## src/rtl/tcp_defines.svh

```systemverilog
/*
 Constants of the timing configuration packet handler: framing bytes,
 byte positions, lengths, register offsets, reset values and timing.
 Assumes inclusion by bare name from every design file that needs it.
*/
`ifndef TCP_DEFINES_SVH
`define TCP_DEFINES_SVH

`define TCP_START_BYTE 8'h10
`define TCP_PKT_ID 8'h91
`define TCP_SUB_ID 8'h03
`define TCP_END_BYTE 8'h03
`define TCP_MODE_QUERY 8'h00
`define TCP_MODE_SET 8'h01
`define TCP_MODE_RESP 8'h02
`define TCP_LEN_QUERY 16'h0002
`define TCP_LEN_SET 16'h0013

`define TCP_IDX_PKT 5'h01
`define TCP_IDX_SUB 5'h02
`define TCP_IDX_LEN_HI 5'h03
`define TCP_IDX_LEN_LO 5'h04
`define TCP_IDX_MODE 5'h05
`define TCP_IDX_PAY_FIRST 5'h06
`define TCP_IDX_PAY_LAST 5'h16
`define TCP_IDX_CSUM_QUERY 5'h06
`define TCP_IDX_CSUM_SET 5'h17
`define TCP_IDX_TR1_SET 5'h18
`define TCP_IDX_TR2_SET 5'h19

`define TCP_SRC_LSB 0
`define TCP_SRC_MSB 2
`define TCP_CIVIL_BIT 3
`define TCP_PMODE_LSB 0
`define TCP_PMODE_MSB 2
`define TCP_POL_BIT 3

`define TCP_REG_CTRL 8'h00
`define TCP_REG_STATUS 8'h04
`define TCP_REG_CFG 8'h08
`define TCP_REG_WIDTH 8'h0C
`define TCP_REG_OFS_HI 8'h10
`define TCP_REG_OFS_LO 8'h14
`define TCP_REG_GOOD 8'h18
`define TCP_REG_DROP 8'h1C
`define TCP_CTRL_RESET 32'h0000_0001
`define TCP_CFG_RESET 136'h0

`define TCP_CLK_NS 8
`define TCP_MS_NS 1000000
`define TCP_CYC_PER_MS (`TCP_MS_NS / `TCP_CLK_NS)

`endif

```

## src/rtl/tcp_pkg.sv

```systemverilog
/*
 Types of the timing configuration packet handler.
 Assumes tcp_defines.svh for all numeric constants.
*/
package tcp_pkg;

   typedef enum logic [2:0] {
      TCP_HUNT = 3'b001,
      TCP_RECV = 3'b010,
      TCP_SEND = 3'b100
   } tcp_state_t;

   // Field order equals wire order, most significant byte first
   typedef struct packed {
      logic [7:0] time_base;
      logic [7:0] pulse_time_reference;
      logic [7:0] pulse_mode_byte;
      logic [31:0] reserved_word;
      logic [15:0] pulse_width_ms;
      logic [63:0] pulse_offset_seconds;
   } tcp_cfg_t;

   typedef struct packed {
      logic [2:0] source;
      logic civil_time_select;
   } tcp_base_t;

endpackage : tcp_pkg

```

## src/rtl/tcp_fifo.sv

```systemverilog
/*
 Byte FIFO in front of the packet parser, valid/ready on both sides.
 Assumes one clock; the drain side may stall at will.
*/
`timescale 1ns/1ns
module tcp_fifo #(
   parameter int W = 8,
   parameter int DEPTH = 16
) (
   input wire logic clk,
   input wire logic resetn,
   input wire logic in_valid,
   input wire logic [W-1:0] in_data,
   output logic in_ready,
   output logic out_valid,
   output logic [W-1:0] out_data,
   input wire logic out_ready
);
   localparam int AW = $clog2(DEPTH);
   if (DEPTH < 2 || (1 << AW) != DEPTH) begin : g_bad_depth
      $error("DEPTH must be a power of two");
   end
   logic [W-1:0] mem_ff [DEPTH];
   logic [AW:0] wr_ff, rd_ff;
   wire push = in_valid & in_ready;
   wire pop = out_valid & out_ready;
   assign in_ready = (wr_ff - rd_ff) != (AW+1)'(DEPTH);
   assign out_valid = wr_ff != rd_ff;
   assign out_data = mem_ff[rd_ff[AW-1:0]];

   always_ff @(posedge clk or negedge resetn) begin
      if (!resetn) begin
         wr_ff <= '0;
         rd_ff <= '0;
      end else begin
         if (push) wr_ff <= wr_ff + 1'b1;
         if (pop) rd_ff <= rd_ff + 1'b1;
      end
   end

   // Storage carries no reset; only pointers matter
   always_ff @(posedge clk) begin
      if (push) mem_ff[wr_ff[AW-1:0]] <= in_data;
   end
endmodule : tcp_fifo

```

## src/rtl/tcp_handler.sv

```systemverilog
/*
 Timing configuration packet handler: parses query and set packets from
 the command byte stream, answers with response packets, keeps the active
 configuration and drives the pulse generator. Avalon-MM register slave.
 Assumes bytes arrive already de-escaped, one per handshake, on clk.
*/
// The Avalon-MM register port and the register offsets are this design's own decisions.
`timescale 1ns/1ns
`include "tcp_defines.svh"
// What this block does
// - Packets start 0x10, packet id 0x91, subpacket id 0x03.
// - Bytes 3-4 hold length of mode, payload and checksum.
// - Checksum is followed by trailer bytes 0x10 then 0x03.
// - Every query or set gets a mode 2 response with active configuration.
// - Payload: bases 6,7, pulse mode 8, reserved 9-12, width 13-14, offset 15-22.
// - Low three bits of each base byte pick the constellation.
// - Bit 3 of each base byte selects civil time from that constellation.
// - Pulse mode low bits: off, always, with fix, when timing valid.
// - Pulse mode bit 3 picks positive or negative pulse polarity.
// - Pulse width field is the pulse duration in milliseconds.
// - Pulse offset is a double-precision shift in seconds.
module tcp_handler
   import tcp_pkg::*;
#(
   parameter int FIFO_DEPTH = 16,
   parameter int CYC_PER_MS = `TCP_CYC_PER_MS
) (
   input wire logic clk,
   input wire logic resetn,
   input wire logic rx_valid,
   input wire logic [7:0] rx_data,
   output logic rx_ready,
   output logic tx_valid,
   output logic [7:0] tx_data,
   input wire logic tx_ready,
   input wire logic [7:0] avs_address,
   input wire logic avs_read,
   input wire logic avs_write,
   input wire logic [31:0] avs_writedata,
   input wire logic [3:0] avs_byteenable,
   output logic [31:0] avs_readdata,
   output logic avs_waitrequest,
   input wire logic sec_tick,
   input wire logic fix_valid,
   input wire logic timing_valid,
   output tcp_cfg_t cfg_out,
   output tcp_base_t time_base_sel,
   output tcp_base_t pulse_base_sel,
   output logic cfg_updated,
   output logic pulse_out
);
   if (FIFO_DEPTH < 2) begin : g_bad_fifo
      $error("FIFO_DEPTH too small");
   end

   // Response byte at index idx, offset payload bytes MSB first
   function automatic logic [7:0] resp_byte(input logic [4:0] idx,
                                            input logic [135:0] cfg,
                                            input logic [7:0] csum);
      logic [7:0] sh;
      logic [135:0] v;
      sh = 8'd22 - {3'b000, idx};
      v = cfg >> {sh, 3'b000};
      unique case (idx)
         5'd0: resp_byte = `TCP_START_BYTE;
         5'd1: resp_byte = `TCP_PKT_ID;
         5'd2: resp_byte = `TCP_SUB_ID;
         5'd3: resp_byte = 8'(`TCP_LEN_SET >> 8);
         5'd4: resp_byte = 8'(`TCP_LEN_SET);
         5'd5: resp_byte = `TCP_MODE_RESP;
         `TCP_IDX_CSUM_SET: resp_byte = csum;
         `TCP_IDX_TR1_SET: resp_byte = `TCP_START_BYTE;
         `TCP_IDX_TR2_SET: resp_byte = `TCP_END_BYTE;
         default: resp_byte = v[7:0];
      endcase
   endfunction : resp_byte

   function automatic logic [31:0] bump(input logic [31:0] c);
      bump = (c == 32'hFFFF_FFFF) ? c : c + 32'h0000_0001;
   endfunction : bump

   // Byte FIFO ahead of the parser
   logic in_valid;
   logic [7:0] in_byte;
   logic in_ready;
   tcp_fifo #(
      .W(8),
      .DEPTH(FIFO_DEPTH)
   ) u_fifo (
      .clk(clk),
      .resetn(resetn),
      .in_valid(rx_valid),
      .in_data(rx_data),
      .in_ready(rx_ready),
      .out_valid(in_valid),
      .out_data(in_byte),
      .out_ready(in_ready)
   );

   tcp_state_t state_ff, nxt_state;
   logic [4:0] idx_ff, nxt_idx;
   logic [7:0] csum_ff, nxt_csum;
   logic [15:0] len_ff, nxt_len;
   logic set_ff, nxt_set;
   logic [135:0] shd_ff, nxt_shd;
   tcp_cfg_t cfg_ff;
   logic [7:0] tx_data_ff, nxt_tx_data;
   logic tx_valid_ff, nxt_tx_valid;
   logic commit, drop, good;
   logic [31:0] ctrl_ff, good_cnt_ff, drop_cnt_ff;

   wire parse_en = ctrl_ff[0];
   // Parser stalls while sending or disabled, so the FIFO fills
   assign in_ready = parse_en & (state_ff != TCP_SEND);
   wire take = in_valid & in_ready;
   wire tx_take = tx_valid_ff & tx_ready;
   wire [4:0] csum_idx = set_ff ? `TCP_IDX_CSUM_SET : `TCP_IDX_CSUM_QUERY;
   wire [4:0] tr1_idx = csum_idx + 5'd1;
   wire [4:0] tr2_idx = csum_idx + 5'd2;
   wire in_csum_span = (idx_ff <= `TCP_IDX_MODE) | (idx_ff < csum_idx);
   wire mode_q_ok = (in_byte == `TCP_MODE_QUERY) & (len_ff == `TCP_LEN_QUERY);
   wire mode_s_ok = (in_byte == `TCP_MODE_SET) & (len_ff == `TCP_LEN_SET);
   wire is_payload = set_ff & (idx_ff >= `TCP_IDX_PAY_FIRST) &
                     (idx_ff <= `TCP_IDX_PAY_LAST);
   wire [7:0] pay_sh = 8'd22 - {3'b000, idx_ff};
   wire [135:0] pay_mask = 136'hFF << {pay_sh, 3'b000};
   wire [135:0] pay_data = {128'h0, in_byte} << {pay_sh, 3'b000};

   always_comb begin
      nxt_state = state_ff;
      nxt_idx = idx_ff;
      nxt_csum = csum_ff;
      nxt_len = len_ff;
      nxt_set = set_ff;
      nxt_shd = shd_ff;
      nxt_tx_data = tx_data_ff;
      nxt_tx_valid = tx_valid_ff;
      commit = 1'b0;
      drop = 1'b0;
      good = 1'b0;
      unique case (state_ff)
         TCP_HUNT: begin
            if (take && in_byte == `TCP_START_BYTE) begin
               nxt_state = TCP_RECV;
               nxt_idx = `TCP_IDX_PKT;
               nxt_csum = 8'h00;
               nxt_set = 1'b0;
            end
         end
         TCP_RECV: begin
            if (take) begin
               nxt_idx = idx_ff + 5'd1;
               if (in_csum_span) nxt_csum = csum_ff ^ in_byte;
               if (idx_ff == `TCP_IDX_PKT) begin
                  drop = in_byte != `TCP_PKT_ID;
               end else if (idx_ff == `TCP_IDX_SUB) begin
                  drop = in_byte != `TCP_SUB_ID;
               end else if (idx_ff == `TCP_IDX_LEN_HI) begin
                  nxt_len = {in_byte, len_ff[7:0]};
               end else if (idx_ff == `TCP_IDX_LEN_LO) begin
                  nxt_len = {len_ff[15:8], in_byte};
               end else if (idx_ff == `TCP_IDX_MODE) begin
                  nxt_set = mode_s_ok;
                  drop = !(mode_q_ok | mode_s_ok);
               end else if (idx_ff == csum_idx) begin
                  drop = in_byte != csum_ff;
               end else if (idx_ff == tr1_idx) begin
                  drop = in_byte != `TCP_START_BYTE;
               end else if (idx_ff == tr2_idx) begin
                  drop = in_byte != `TCP_END_BYTE;
                  good = !drop;
               end else if (is_payload) begin
                  nxt_shd = (shd_ff & ~pay_mask) | pay_data;
               end
               if (drop) begin
                  nxt_state = TCP_HUNT;
               end else if (good) begin
                  // Response reflects the newly committed set values
                  commit = set_ff;
                  nxt_state = TCP_SEND;
                  nxt_idx = 5'd0;
                  nxt_csum = 8'h00;
                  nxt_tx_valid = 1'b1;
                  nxt_tx_data = `TCP_START_BYTE;
               end
            end
         end
         TCP_SEND: begin
            if (tx_take) begin
               if (idx_ff >= `TCP_IDX_PKT && idx_ff < `TCP_IDX_CSUM_SET) begin
                  nxt_csum = csum_ff ^ tx_data_ff;
               end
               if (idx_ff == `TCP_IDX_TR2_SET) begin
                  nxt_state = TCP_HUNT;
                  nxt_tx_valid = 1'b0;
               end else begin
                  nxt_idx = idx_ff + 5'd1;
                  nxt_tx_data = resp_byte(idx_ff + 5'd1,
                     commit ? shd_ff : cfg_ff, nxt_csum);
               end
            end
         end
      endcase
   end

   always_ff @(posedge clk or negedge resetn) begin
      if (!resetn) begin
         state_ff <= TCP_HUNT;
         idx_ff <= '0;
         csum_ff <= '0;
         len_ff <= '0;
         set_ff <= 1'b0;
         shd_ff <= '0;
         tx_data_ff <= '0;
         tx_valid_ff <= 1'b0;
      end else begin
         state_ff <= nxt_state;
         idx_ff <= nxt_idx;
         csum_ff <= nxt_csum;
         len_ff <= nxt_len;
         set_ff <= nxt_set;
         shd_ff <= nxt_shd;
         tx_data_ff <= nxt_tx_data;
         tx_valid_ff <= nxt_tx_valid;
      end
   end

   // Active configuration, replaced whole so fields never mix
   always_ff @(posedge clk or negedge resetn) begin
      if (!resetn) begin
         cfg_ff <= tcp_cfg_t'(`TCP_CFG_RESET);
         cfg_updated <= 1'b0;
      end else begin
         cfg_updated <= commit;
         if (commit) cfg_ff <= tcp_cfg_t'(shd_ff);
      end
   end

   assign tx_valid = tx_valid_ff;
   assign tx_data = tx_data_ff;
   // Offset stays in double format; the time core converts it
   assign cfg_out = cfg_ff;
   assign time_base_sel.source = cfg_ff.time_base[`TCP_SRC_MSB:`TCP_SRC_LSB];
   assign time_base_sel.civil_time_select = cfg_ff.time_base[`TCP_CIVIL_BIT];
   assign pulse_base_sel.source =
      cfg_ff.pulse_time_reference[`TCP_SRC_MSB:`TCP_SRC_LSB];
   assign pulse_base_sel.civil_time_select =
      cfg_ff.pulse_time_reference[`TCP_CIVIL_BIT];

   tcp_pulse #(
      .CYC_PER_MS(CYC_PER_MS)
   ) u_pulse (
      .clk(clk),
      .resetn(resetn),
      .sec_tick(sec_tick),
      .fix_valid(fix_valid),
      .timing_valid(timing_valid),
      .pulse_mode_byte(cfg_ff.pulse_mode_byte),
      .pulse_width_ms(cfg_ff.pulse_width_ms),
      .pulse_out(pulse_out)
   );

   // Register slave: one wait cycle, then answer
   logic ack_ff;
   logic [31:0] rdata_ff;
   wire req = (avs_read | avs_write) & !ack_ff;
   wire wr_ctrl = avs_write & ack_ff & (avs_address == `TCP_REG_CTRL);
   wire [31:0] be_mask = {{8{avs_byteenable[3]}}, {8{avs_byteenable[2]}},
                          {8{avs_byteenable[1]}}, {8{avs_byteenable[0]}}};
   logic [31:0] rd_mux;
   assign avs_waitrequest = (avs_read | avs_write) & !ack_ff;
   assign avs_readdata = rdata_ff;

   always_comb begin
      unique case (avs_address)
         `TCP_REG_CTRL: rd_mux = ctrl_ff;
         `TCP_REG_STATUS: rd_mux = {27'h0, cfg_updated, state_ff, parse_en};
         `TCP_REG_CFG: rd_mux = {8'h00, cfg_ff.time_base, cfg_ff.pulse_time_reference,
                                 cfg_ff.pulse_mode_byte};
         `TCP_REG_WIDTH: rd_mux = {16'h0000, cfg_ff.pulse_width_ms};
         `TCP_REG_OFS_HI: rd_mux = cfg_ff.pulse_offset_seconds[63:32];
         `TCP_REG_OFS_LO: rd_mux = cfg_ff.pulse_offset_seconds[31:0];
         `TCP_REG_GOOD: rd_mux = good_cnt_ff;
         `TCP_REG_DROP: rd_mux = drop_cnt_ff;
         default: rd_mux = 32'h0000_0000;
      endcase
   end

   always_ff @(posedge clk or negedge resetn) begin
      if (!resetn) begin
         ack_ff <= 1'b0;
         rdata_ff <= '0;
         ctrl_ff <= `TCP_CTRL_RESET;
      end else begin
         ack_ff <= req;
         if (req && avs_read) rdata_ff <= rd_mux;
         if (wr_ctrl) ctrl_ff <= (ctrl_ff & ~be_mask) | (avs_writedata & be_mask & 32'h1);
      end
   end

   // Saturating counters of answered and dropped packets
   always_ff @(posedge clk or negedge resetn) begin
      if (!resetn) begin
         good_cnt_ff <= '0;
         drop_cnt_ff <= '0;
      end else begin
         if (good) good_cnt_ff <= bump(good_cnt_ff);
         if (drop) drop_cnt_ff <= bump(drop_cnt_ff);
      end
   end
endmodule : tcp_handler

```

## src/rtl/tcp_pulse.sv

```systemverilog
/*
 Pulse generator steered by the pulse mode byte and pulse width.
 Assumes sec_tick is a one-cycle pulse once per second from the time core.
*/
`timescale 1ns/1ns
`include "tcp_defines.svh"
module tcp_pulse
   import tcp_pkg::*;
#(
   parameter int CYC_PER_MS = `TCP_CYC_PER_MS
) (
   input wire logic clk,
   input wire logic resetn,
   input wire logic sec_tick,
   input wire logic fix_valid,
   input wire logic timing_valid,
   input wire logic [7:0] pulse_mode_byte,
   input wire logic [15:0] pulse_width_ms,
   output logic pulse_out
);
   if (CYC_PER_MS < 1) begin : g_bad_ms
      $error("CYC_PER_MS must be positive");
   end
   logic [31:0] cyc_ff;
   logic [15:0] ms_left_ff;
   logic active_ff;
   wire [2:0] pmode = pulse_mode_byte[`TCP_PMODE_MSB:`TCP_PMODE_LSB];
   wire allowed = (pmode == 3'd1) | ((pmode == 3'd2) & fix_valid) |
                  ((pmode == 3'd3) & timing_valid);
   wire start = sec_tick & allowed & (pulse_width_ms != 16'h0000);
   wire ms_done = cyc_ff == 32'(CYC_PER_MS - 1);

   always_ff @(posedge clk or negedge resetn) begin
      if (!resetn) begin
         active_ff <= 1'b0;
         cyc_ff <= '0;
         ms_left_ff <= '0;
      end else if (start) begin
         active_ff <= 1'b1;
         cyc_ff <= '0;
         ms_left_ff <= pulse_width_ms;
      end else if (active_ff) begin
         cyc_ff <= ms_done ? '0 : cyc_ff + 1'b1;
         if (ms_done) ms_left_ff <= ms_left_ff - 1'b1;
         if (ms_done && ms_left_ff == 16'h0001) active_ff <= 1'b0;
      end
   end

   // Idle level follows polarity so a negative pulse idles high
   always_ff @(posedge clk or negedge resetn) begin
      if (!resetn) pulse_out <= 1'b0;
      else pulse_out <= active_ff ^ pulse_mode_byte[`TCP_POL_BIT];
   end
endmodule : tcp_pulse

```

## config.mk

```make
export PLATFORM = sky130hd
export DESIGN_NAME = tcp_handler
export DESIGN_NICKNAME = d
export VERILOG_FILES = /design/src/rtl/tcp_pkg.sv /design/src/rtl/tcp_fifo.sv /design/src/rtl/tcp_handler.sv /design/src/rtl/tcp_pulse.sv
export VERILOG_INCLUDE_DIRS = /design/src /design/src/rtl
export SDC_FILE = /design/constraint.sdc
export NUM_CORES = 1
export LEC_CHECK = 0
export CELL_PAD_IN_SITES_DETAIL_PLACEMENT = 0
export CELL_PAD_IN_SITES_GLOBAL_PLACEMENT = 1
export CORE_MARGIN = 4
export CORE_UTILIZATION = 35
export CTS_CLUSTER_DIAMETER = 200
export CTS_CLUSTER_SIZE = 24
export DETAILED_ROUTE_END_ITERATION = 8
export DONT_BUFFER_PORTS = 1
export HOLD_SLACK_MARGIN = 0.05
export PLACE_DENSITY = 0.68
export REMOVE_ABC_BUFFERS = 1
export SLEW_MARGIN = 30
export SYNTH_ARGS = -nofsm -noshare
export SYNTH_HDL_FRONTEND = slang
export SYNTH_SLANG_ARGS = --single-unit
```

## constraint.sdc

```tcl
create_clock -name clk -period 4.3 [get_ports clk]
set_input_delay 0.215 -clock clk [delete_from_list [all_inputs] [get_ports clk]]
set_output_delay 0.215 -clock clk [all_outputs]
set_load 0.03 [all_outputs]
```

==> results summary, run 1 <==
The run finished, with violations left. The checks that failed: negative hold slack, max-slew violations. During synthesis, Yosys emitted a total of 0 warnings.

Once the clock tree was built, the setup fixing pass inserted 0 buffers. The sink count of the clock tree came out at ~630. The global-route wire length before repair came out at around 140,000 um. The detail-routed net length per standard cell came out at approximately 25 um. The HPWL after detailed placement is around 66,000 um. Combinational logic is responsible for a little under a quarter of the overall power. The part of the power in the clock network came out at roughly 25%. The setup violation total in the final timing report is 0. The count of nets left with antenna violations once routing finished came out at 0. The count of flip-flops with a built-in enable after synthesis is about 130. In this run, CTS created clock tree buffers numbering 30. The global routing usage summed across all routing layers came out at 20.6%. The count of boundary I/O pins came out at between 200 and 300.

OpenSTA, run right after detailed placement, puts the worst setup slack at approximately 360 ps. The fraction of the cycle the final worst path needs is between 90% and 100%. The initial utilization of the core area, before any placement, comes to 35.5%. The maximum level of the CTS H-tree is 1. The classification of the worst setup path is flip-flop to flip-flop.

The worst-case IR drop observed on VDD is between 0.3 and 0.4 mV. After technology mapping, the gate count stands at ~2,600. Setup repair after global routing left no endpoint under its margin. The length of the first detailed-routing pass in iterations is 7.

The internal power contribution came out at approximately 9000 uW. The synthesis-to-finish area growth came out at 8.99%. Summing the sequential cell areas from Yosys gives between 50 and 60% of the chip area. Setup slack on the critical path of the routed design comes to 365 ps. The chip height is roughly 300 um. Clock skew on the completed layout was measured at just over 70 ps. The row count is about 110. Counting the fill cells in the layout gives ~7,800. After clock tree synthesis, the clock-pin slew on the worst setup and hold paths is between 100 and 150 ps. The core region is 82,400 um2. The fraction of layout instances using a drive strength above 1 came out at approximately 13%. The synthesized flop and latch total is around 630. The minimum period implied by the final worst setup slack came out at between 3000 and 4000 ps.

The total routed wirelength is 93,500 um. The transition time at the pin with the least slew margin came out at 1570 ps. The number of max-cap violations is 0.

The later pin in the worst-skew pair is clocked with a latency of approximately 670 ps. The die outline width is between 200 and 300 um. The largest stage delay on the critical path is slightly above 600 ps. STA classifies the critical path endpoint as a flip-flop.

The root buffer selected by CTS is clkbuf_16. The normalized max-slew margin is -4.67%. The largest buffer count on any clock path came out at 3.

The total leakage power came out at 0.0140 uW. In this run the critical register-to-register path is captured at drop_cnt_ff[1]. Power spread over the standard cell area amounts to about 410 nW/um2. The endpoint required time on the critical path came out at between 4000 and 5000 ps. Traced cell by cell, the critical path runs through buf_12 -> mux4_1 -> mux2i_1 -> mux2i_4 -> or3_1 -> a2111oi_0 -> or4_1 -> o211ai_2 -> o41ai_1 -> mux2_1. In this run the critical register-to-register path is launched from u_fifo.rd_ff[1]. The routability-driven placement congestion ratio is between 0.8 and 0.9.

The average cell area after synthesis came out at approximately 11 um2. The tightest hold margin is -776 ps. The most used flip-flop cell after synthesis is dfrtp_1.

The number of hold buffers added after CTS is 18. TritonCTS built the clock tree. Summed over all layers, the global routing overflow is 0.

The arrival time reported for the critical path endpoint is roughly 4500 ps. The switching share of power came out at about a third. The first routing iteration left roughly 2,000 violations. The maximum frequency from static timing analysis is 254 MHz. The most common cell after layout, fill and taps aside is nand2_1. The final core utilization is between 30 and 40%.

The top cell types in the final layout, fill and taps aside, are 604 x nand2_1, 500 x dfrtp_1, 138 x mux2_2. The peak fanout along the critical path came out at 24. The power share of the sequential group is around 51%. The largest individual stage delay along the critical path comes from the cell a2111oi_0. The number of distinct library cell variants in the gate-level netlist after synthesis came out at slightly above 80. Entering global routing, the biggest net connects roughly 500 pins. The count of nets after finishing is approximately 2,700.

The detailed-route vias per instance is between 5 and 6. The count of input and output buffers came out at 0. The residual DRC count came out at 0. The worst setup path is launched from a flip-flop. The combined area of all synthesized cells is just under 30,000 um2.

Power comes to approximately 13,000 uW. The total vias in the final route came out at about 21,000. The depth of the most critical reg-to-reg path came out at 10. The largest delay contributor family on the critical path is multiplexers.

The post-cts gate resize count came out at 0. The setup slack of the worst register-to-register path came out at about 370 ps. The path class of the tightest hold or removal check is input port to async pin. The count of final max-slew check failures was a little over 60. The die covers roughly 90,000 um2. The proportion of register bits with asynchronous set or reset after synthesis came out at between 70% and 80%. The initial antenna violation count was 2. The number of global-route vias before repair is about 20,000. The number of hold violations in the final report came to between 500 and 600. The net switching power is ~4200 uW. The combined buffer and inverter count along the critical path came out at 1.
[worst reg2reg max path, stage by stage, from the launching register on]
cell and delay, ps:
dfrtp_1 390, buf_12 200, mux4_1 600, mux2i_1 480, mux2i_4 120, or3_1 330
a2111oi_0 620, or4_1 230, o211ai_2 290, o41ai_1 250, mux2_1 380
[metal layers]
layer  part of all wire [%]  track usage, %  vias up
met4                    2.8            4.96        0
met3                    7.4            4.48      112
li1                       -               -     9281
met1                     43            28.0    10600
met2                     47            33.8      666
met5                      0               0        -
[flip-flops by register name, indices dropped and copies added, names as in the netlist, named ones only]
| name | flops |
|---|---|
| tx_valid | 1 |
| shd_ff | 136 |
| u_fifo.wr_ff | 5 |
| idx_ff | 5 |
| drop_cnt_ff | 32 |
| avs_readdata | 32 |
| set_ff | 1 |
| u_fifo.mem_ff | 128 |
| tx_data | 8 |
| u_pulse.pulse_out | 1 |
| good_cnt_ff | 32 |
| u_fifo.rd_ff | 5 |
| ack_ff | 1 |
| u_pulse.ms_left_ff | 16 |
| state_ff | 3 |
| u_pulse.cyc_ff | 32 |
| cfg_out | 136 |
| ctrl_ff | 31 |
| u_pulse.active_ff | 1 |
| csum_ff | 8 |
| cfg_updated | 1 |
| len_ff | 16 |
[cell usage after synthesis, types with 39 or more instances]
cell | n | area, um2
nand4_1 | 41 | 257
and2_1 | 53 | 332
xnor2_1 | 84 | 736
xor2_1 | 41 | 359
clkbuf_1 | 116 | 435
dfrtp_1 | 502 | 12600
a21oi_1 | 71 | 355
a22o_1 | 39 | 342
nor2_1 | 123 | 462
a22oi_1 | 47 | 353
mux4_2 | 42 | 946
edfxtp_1 | 128 | 3840
o21ai_0 | 83 | 415
nand3_1 | 68 | 340
a222oi_1 | 43 | 430
mux2_2 | 138 | 1550
nand2_1 | 604 | 2270
[worst max-delay path by stage]
stage	from	to	slack, ps	cells after the start
global route	idx_ff[0]	shd_ff[12]	130	10
CTS	u_fifo.rd_ff[1]	drop_cnt_ff[1]	380	10
detailed placement	u_fifo.rd_ff[1]	drop_cnt_ff[1]	360	10
global placement	u_fifo.rd_ff[1]	tx_data[5]	390	11
finish	u_fifo.rd_ff[1]	drop_cnt_ff[1]	370	10
floorplan	u_fifo.rd_ff[2]	cfg_updated	-4350	7
[power by group through the flow]
stage	clock, uW	sequential, uW	combinational [uW]
final	3300	6660	3030
after global routing	3610	6690	3300
after CTS	3410	6660	3020
after detailed placement	0	6780	2980
after global placement	0	6770	2950
after floorplan	0	6730	1850
[per-stage QoR]
| step | instance area, um2 | setup TNS [ps] | cells |
|---|---|---|---|
| 3_3_place_gp | 30800 | 0 | 3624 |
| 3_5_place_dp | 30800 | 0 | 3624 |
| 6_report | 31800 | 0 | 3698 |
| 5_1_grt | 31800 | 0 | 3697 |
| 4_1_cts | 31800 | 0 | 3695 |
| 2_1_floorplan | 28600 | -648360 | 2463 |
[logic make-up after synthesis]
family | synth area share [%]
compound gates | 8.78
xor+xnor | 3.75
fa+ha+maj | 1.02
buf+inv | 2.59
flops | 56.3
mux | 11.4
simple gates | 16.1
[area by class of cell]
type                    count  area, um2  share of cell area [%]
repair buffers            111        932                    2.93
inverters                  33        126                   0.397
flip-flops and latches    632      16500                    51.7
clock inverters             2       46.3                   0.145
well taps                1070       1340                    4.20
clock buffers              51        830                    2.61
multi-input cells        1798      12100                    38.0
diodes                      1       2.50                 0.00786
(Power assumes the default switching activity.)
==> run 2, diff against run 1 <==
RECOVER_POWER = 50   (was not set)
==> run 2 against run 1 <==
Against the previous run: the flow finishes with violations (negative hold slack); clock skew up 2.2 ps; utilization down 0.082 points; cell count unchanged; global-route usage unchanged; sequential share of layout area up 0.11 points; cell area down 0.21%; clock power about the same; fmax up 0.48%; sequential cell count unchanged; worst hold slack about the same; non-clock buffer count unchanged; total power about the same.
==> results summary, run 2 (same netlist as run 1, synthesis figures left out) <==
The arrival time reported for the critical path endpoint was 4480 ps (-20 ps). The number of clock buffers inserted by TritonCTS is 30 (unchanged). The chip height came out at 297 um (unchanged).

The number of max-cap violations came to 0 (unchanged). The detail-routed net length per standard cell came out at 25.3 um (-0.11%). The worst setup path is of the flip-flop to flip-flop kind. The placeable core region came out at 82,400 um2 (unchanged). The number of hold violations in the final report is 504 (+0.20%).

The endpoint required time on the critical path is 4860 ps (about the same). The count of final max-slew check failures came to 0 (-100%). The accumulated negative setup slack came out at 0 ps (unchanged). The final reports fail on negative hold slack. The total of fill cells in the finished design is 7,853 (+0.20%). The normalized max-slew margin is 20.6% (+25 points). The root buffer selected by CTS is clkbuf_16.

The total power of the final layout is 13,000 uW (about the same). The number of instances in the placed design is 3,624 (unchanged). The fraction of layout instances using a drive strength above 1 came out at 12.8% (-0.69 points). The length of the first detailed-routing pass in iterations came out at 7 (unchanged). The count of nets after finishing is 2,690 (unchanged). The number of hold buffers added after CTS came out at 18 (unchanged). The total leakage power came out at 0.0139 uW (-0.55%). The post-layout instance area is 31,800 um2 (-0.21%). The most common cell after layout, fill and taps aside is nand2_1. The number of global-route vias before repair came out at 20,100 (unchanged). The residual DRC count came out at 0 (unchanged). The setup violation total in the final timing report came to 0 (unchanged). The least setup slack across all paths after layout came out at 384 ps (+18.9 ps). The power density over the cells was 409 nW/um2 (+0.22%).

The type of origin of the critical path is a flip-flop. The total die area came out at 88,200 um2 (unchanged). The tightest hold margin came out at -776 ps (-0.0270 ps). The maximum frequency from static timing analysis came out at 255 MHz (+0.48%).

The count of buffers added by post-CTS timing repair for setup is 0 (unchanged). The detailed-route vias per instance is 5.58 (-0.31%). The class of the tightest hold or removal check is input port to async pin.

The overall overflow remaining after global route came to 0 (unchanged). The post-cts gate resize count came out at 0 (unchanged). Setup repair after global routing left no endpoint under its margin. The sink count of the clock tree is 632 (unchanged). The count of input and output buffers came out at 0 (unchanged). The maximum ir drop on the vdd rail is 0.331 mV (-0.25%).

The total routed wirelength is 93,400 um (-0.11%). The placement-stage worst setup slack came to 361 ps (unchanged). The global-route wire length before repair came out at 138,000 um (unchanged). STA classifies the critical path endpoint as a flip-flop. The run finished, with violations left.

The final cell count without fillers was 3,698 (unchanged). The HPWL after detailed placement is 65,700 um (unchanged). The maximum level of the CTS H-tree came out at 1 (unchanged).

The remaining antenna violation count after routing was 0 (unchanged). The clock slew at the register clock pins of the worst setup and hold paths came to 110 ps (about the same). The instance area at placement came out at 30,800 um2 (unchanged). The count of boundary I/O pins was 250 (unchanged). The minimum period implied by the final worst setup slack is 3920 ps (-18.9 ps). The violation count after the first detailed-routing iteration was 1,992 (-1.1%).

The largest net degree at the start of global routing came out at 505 (unchanged). TritonCTS built the clock tree. The clock tree skew after final layout came to 73.5 ps (+2.18 ps). The initial antenna violation count was 3 (+1). The transition time at the pin with the least slew margin came out at 1190 ps (-378 ps). The initial core utilization came to 35.5% (unchanged). In the layout the commonest cells are 604 x nand2_1, 500 x dfrtp_1, 138 x mux2_2. The routability-driven placement congestion ratio came out at 0.889 (unchanged). The insertion delay to the later sink of the worst-skew pair came out at 670 ps (about the same). The peak fanout along the critical path is 24 (unchanged). The fraction of the cycle the final worst path needs is 91.1% (-0.44 points). The die outline width came out at 297 um (unchanged). The row count came to 105 (unchanged). The largest buffer count on any clock path is 3 (unchanged).

The synthesis-to-finish area growth came out at 8.76%. The global routing usage summed across all routing layers came out at 20.6% (unchanged). The total vias in the final route came to 20,600 (-0.31%).
==> run 2: cell types whose count changed in the layout (fill, tap and decap cells not counted) <==
| cell | delta |
|---|---|
| buf_4 | -18 |
| clkbuf_1 | +18 |
==> run 2: worst max-delay path, stage by stage (launching register included) <==
cell	delay, ps
dfrtp_1	390
buf_12	200
mux4_1	620
mux2i_1	440
mux2i_4	130
or3_1	330
a2111oi_0	620
or4_1	230
o211ai_2	290
o41ai_1	230
mux2_1	380
==> run 2: through the flow <==
| step | utilization, % | hold WS [ps] |
|---|---|---|
| 4_1_cts | 38.6 | -784 |
| 5_1_grt | 38.6 | -790 |
| 2_1_floorplan | - | -80.6 |
| 3_5_place_dp | 37.3 | -48.9 |
| 6_report | 38.6 | -776 |
| 3_3_place_gp | 37.3 | -49.7 |
==> run 2: worst paths after layout <==
check                                      from  slack (ps)  depth (start not counted)                      to
worst max-delay path            u_fifo.rd_ff[1]         380                         10          drop_cnt_ff[1]
worst min-delay path                     resetn        -780                          0       u_pulse.pulse_out
worst max register to register  u_fifo.rd_ff[1]         380                         10          drop_cnt_ff[1]
worst min register to register       shd_ff[84]         430                          2             cfg_out[84]
max in group asynchronous                resetn        4110                          0         u_fifo.rd_ff[2]
min in group clk                       sec_tick          50                          3  u_pulse.ms_left_ff[11]
==> run 2: routing by layer <==
metal | vias up | global-route usage, % | part of all wire [%]
li1 | 9292 | - | -
met1 | 10600 | 28.0 | 43
met2 | 666 | 33.8 | 47
met3 | 103 | 4.48 | 7.3
met4 | 0 | 4.96 | 2.7
met5 | - | 0 | 0
==> run 2: final cells by class <==
type                       instances  area [um2]  share of cell area [%]
sequential                       632       16500                    51.8
multi-input combinational       1798       12100                    38.1
tap                             1070        1340                    4.21
timing repair buffer             111         865                    2.72
clock buffer                      51         830                    2.61
inverter                          33         126                   0.398
clock inverter                     2        46.3                   0.146
antenna                            1        2.50                 0.00788
==> run 2: power breakdown <==
group / switching [uW] / leakage, uW / internal (uW)
Clock: 1960 / 0.000413 / 1340
Sequential: 311 / 0.00809 / 6350
Combinational: 1910 / 0.00544 / 1120
Total: 4180 / 0.0139 / 8810
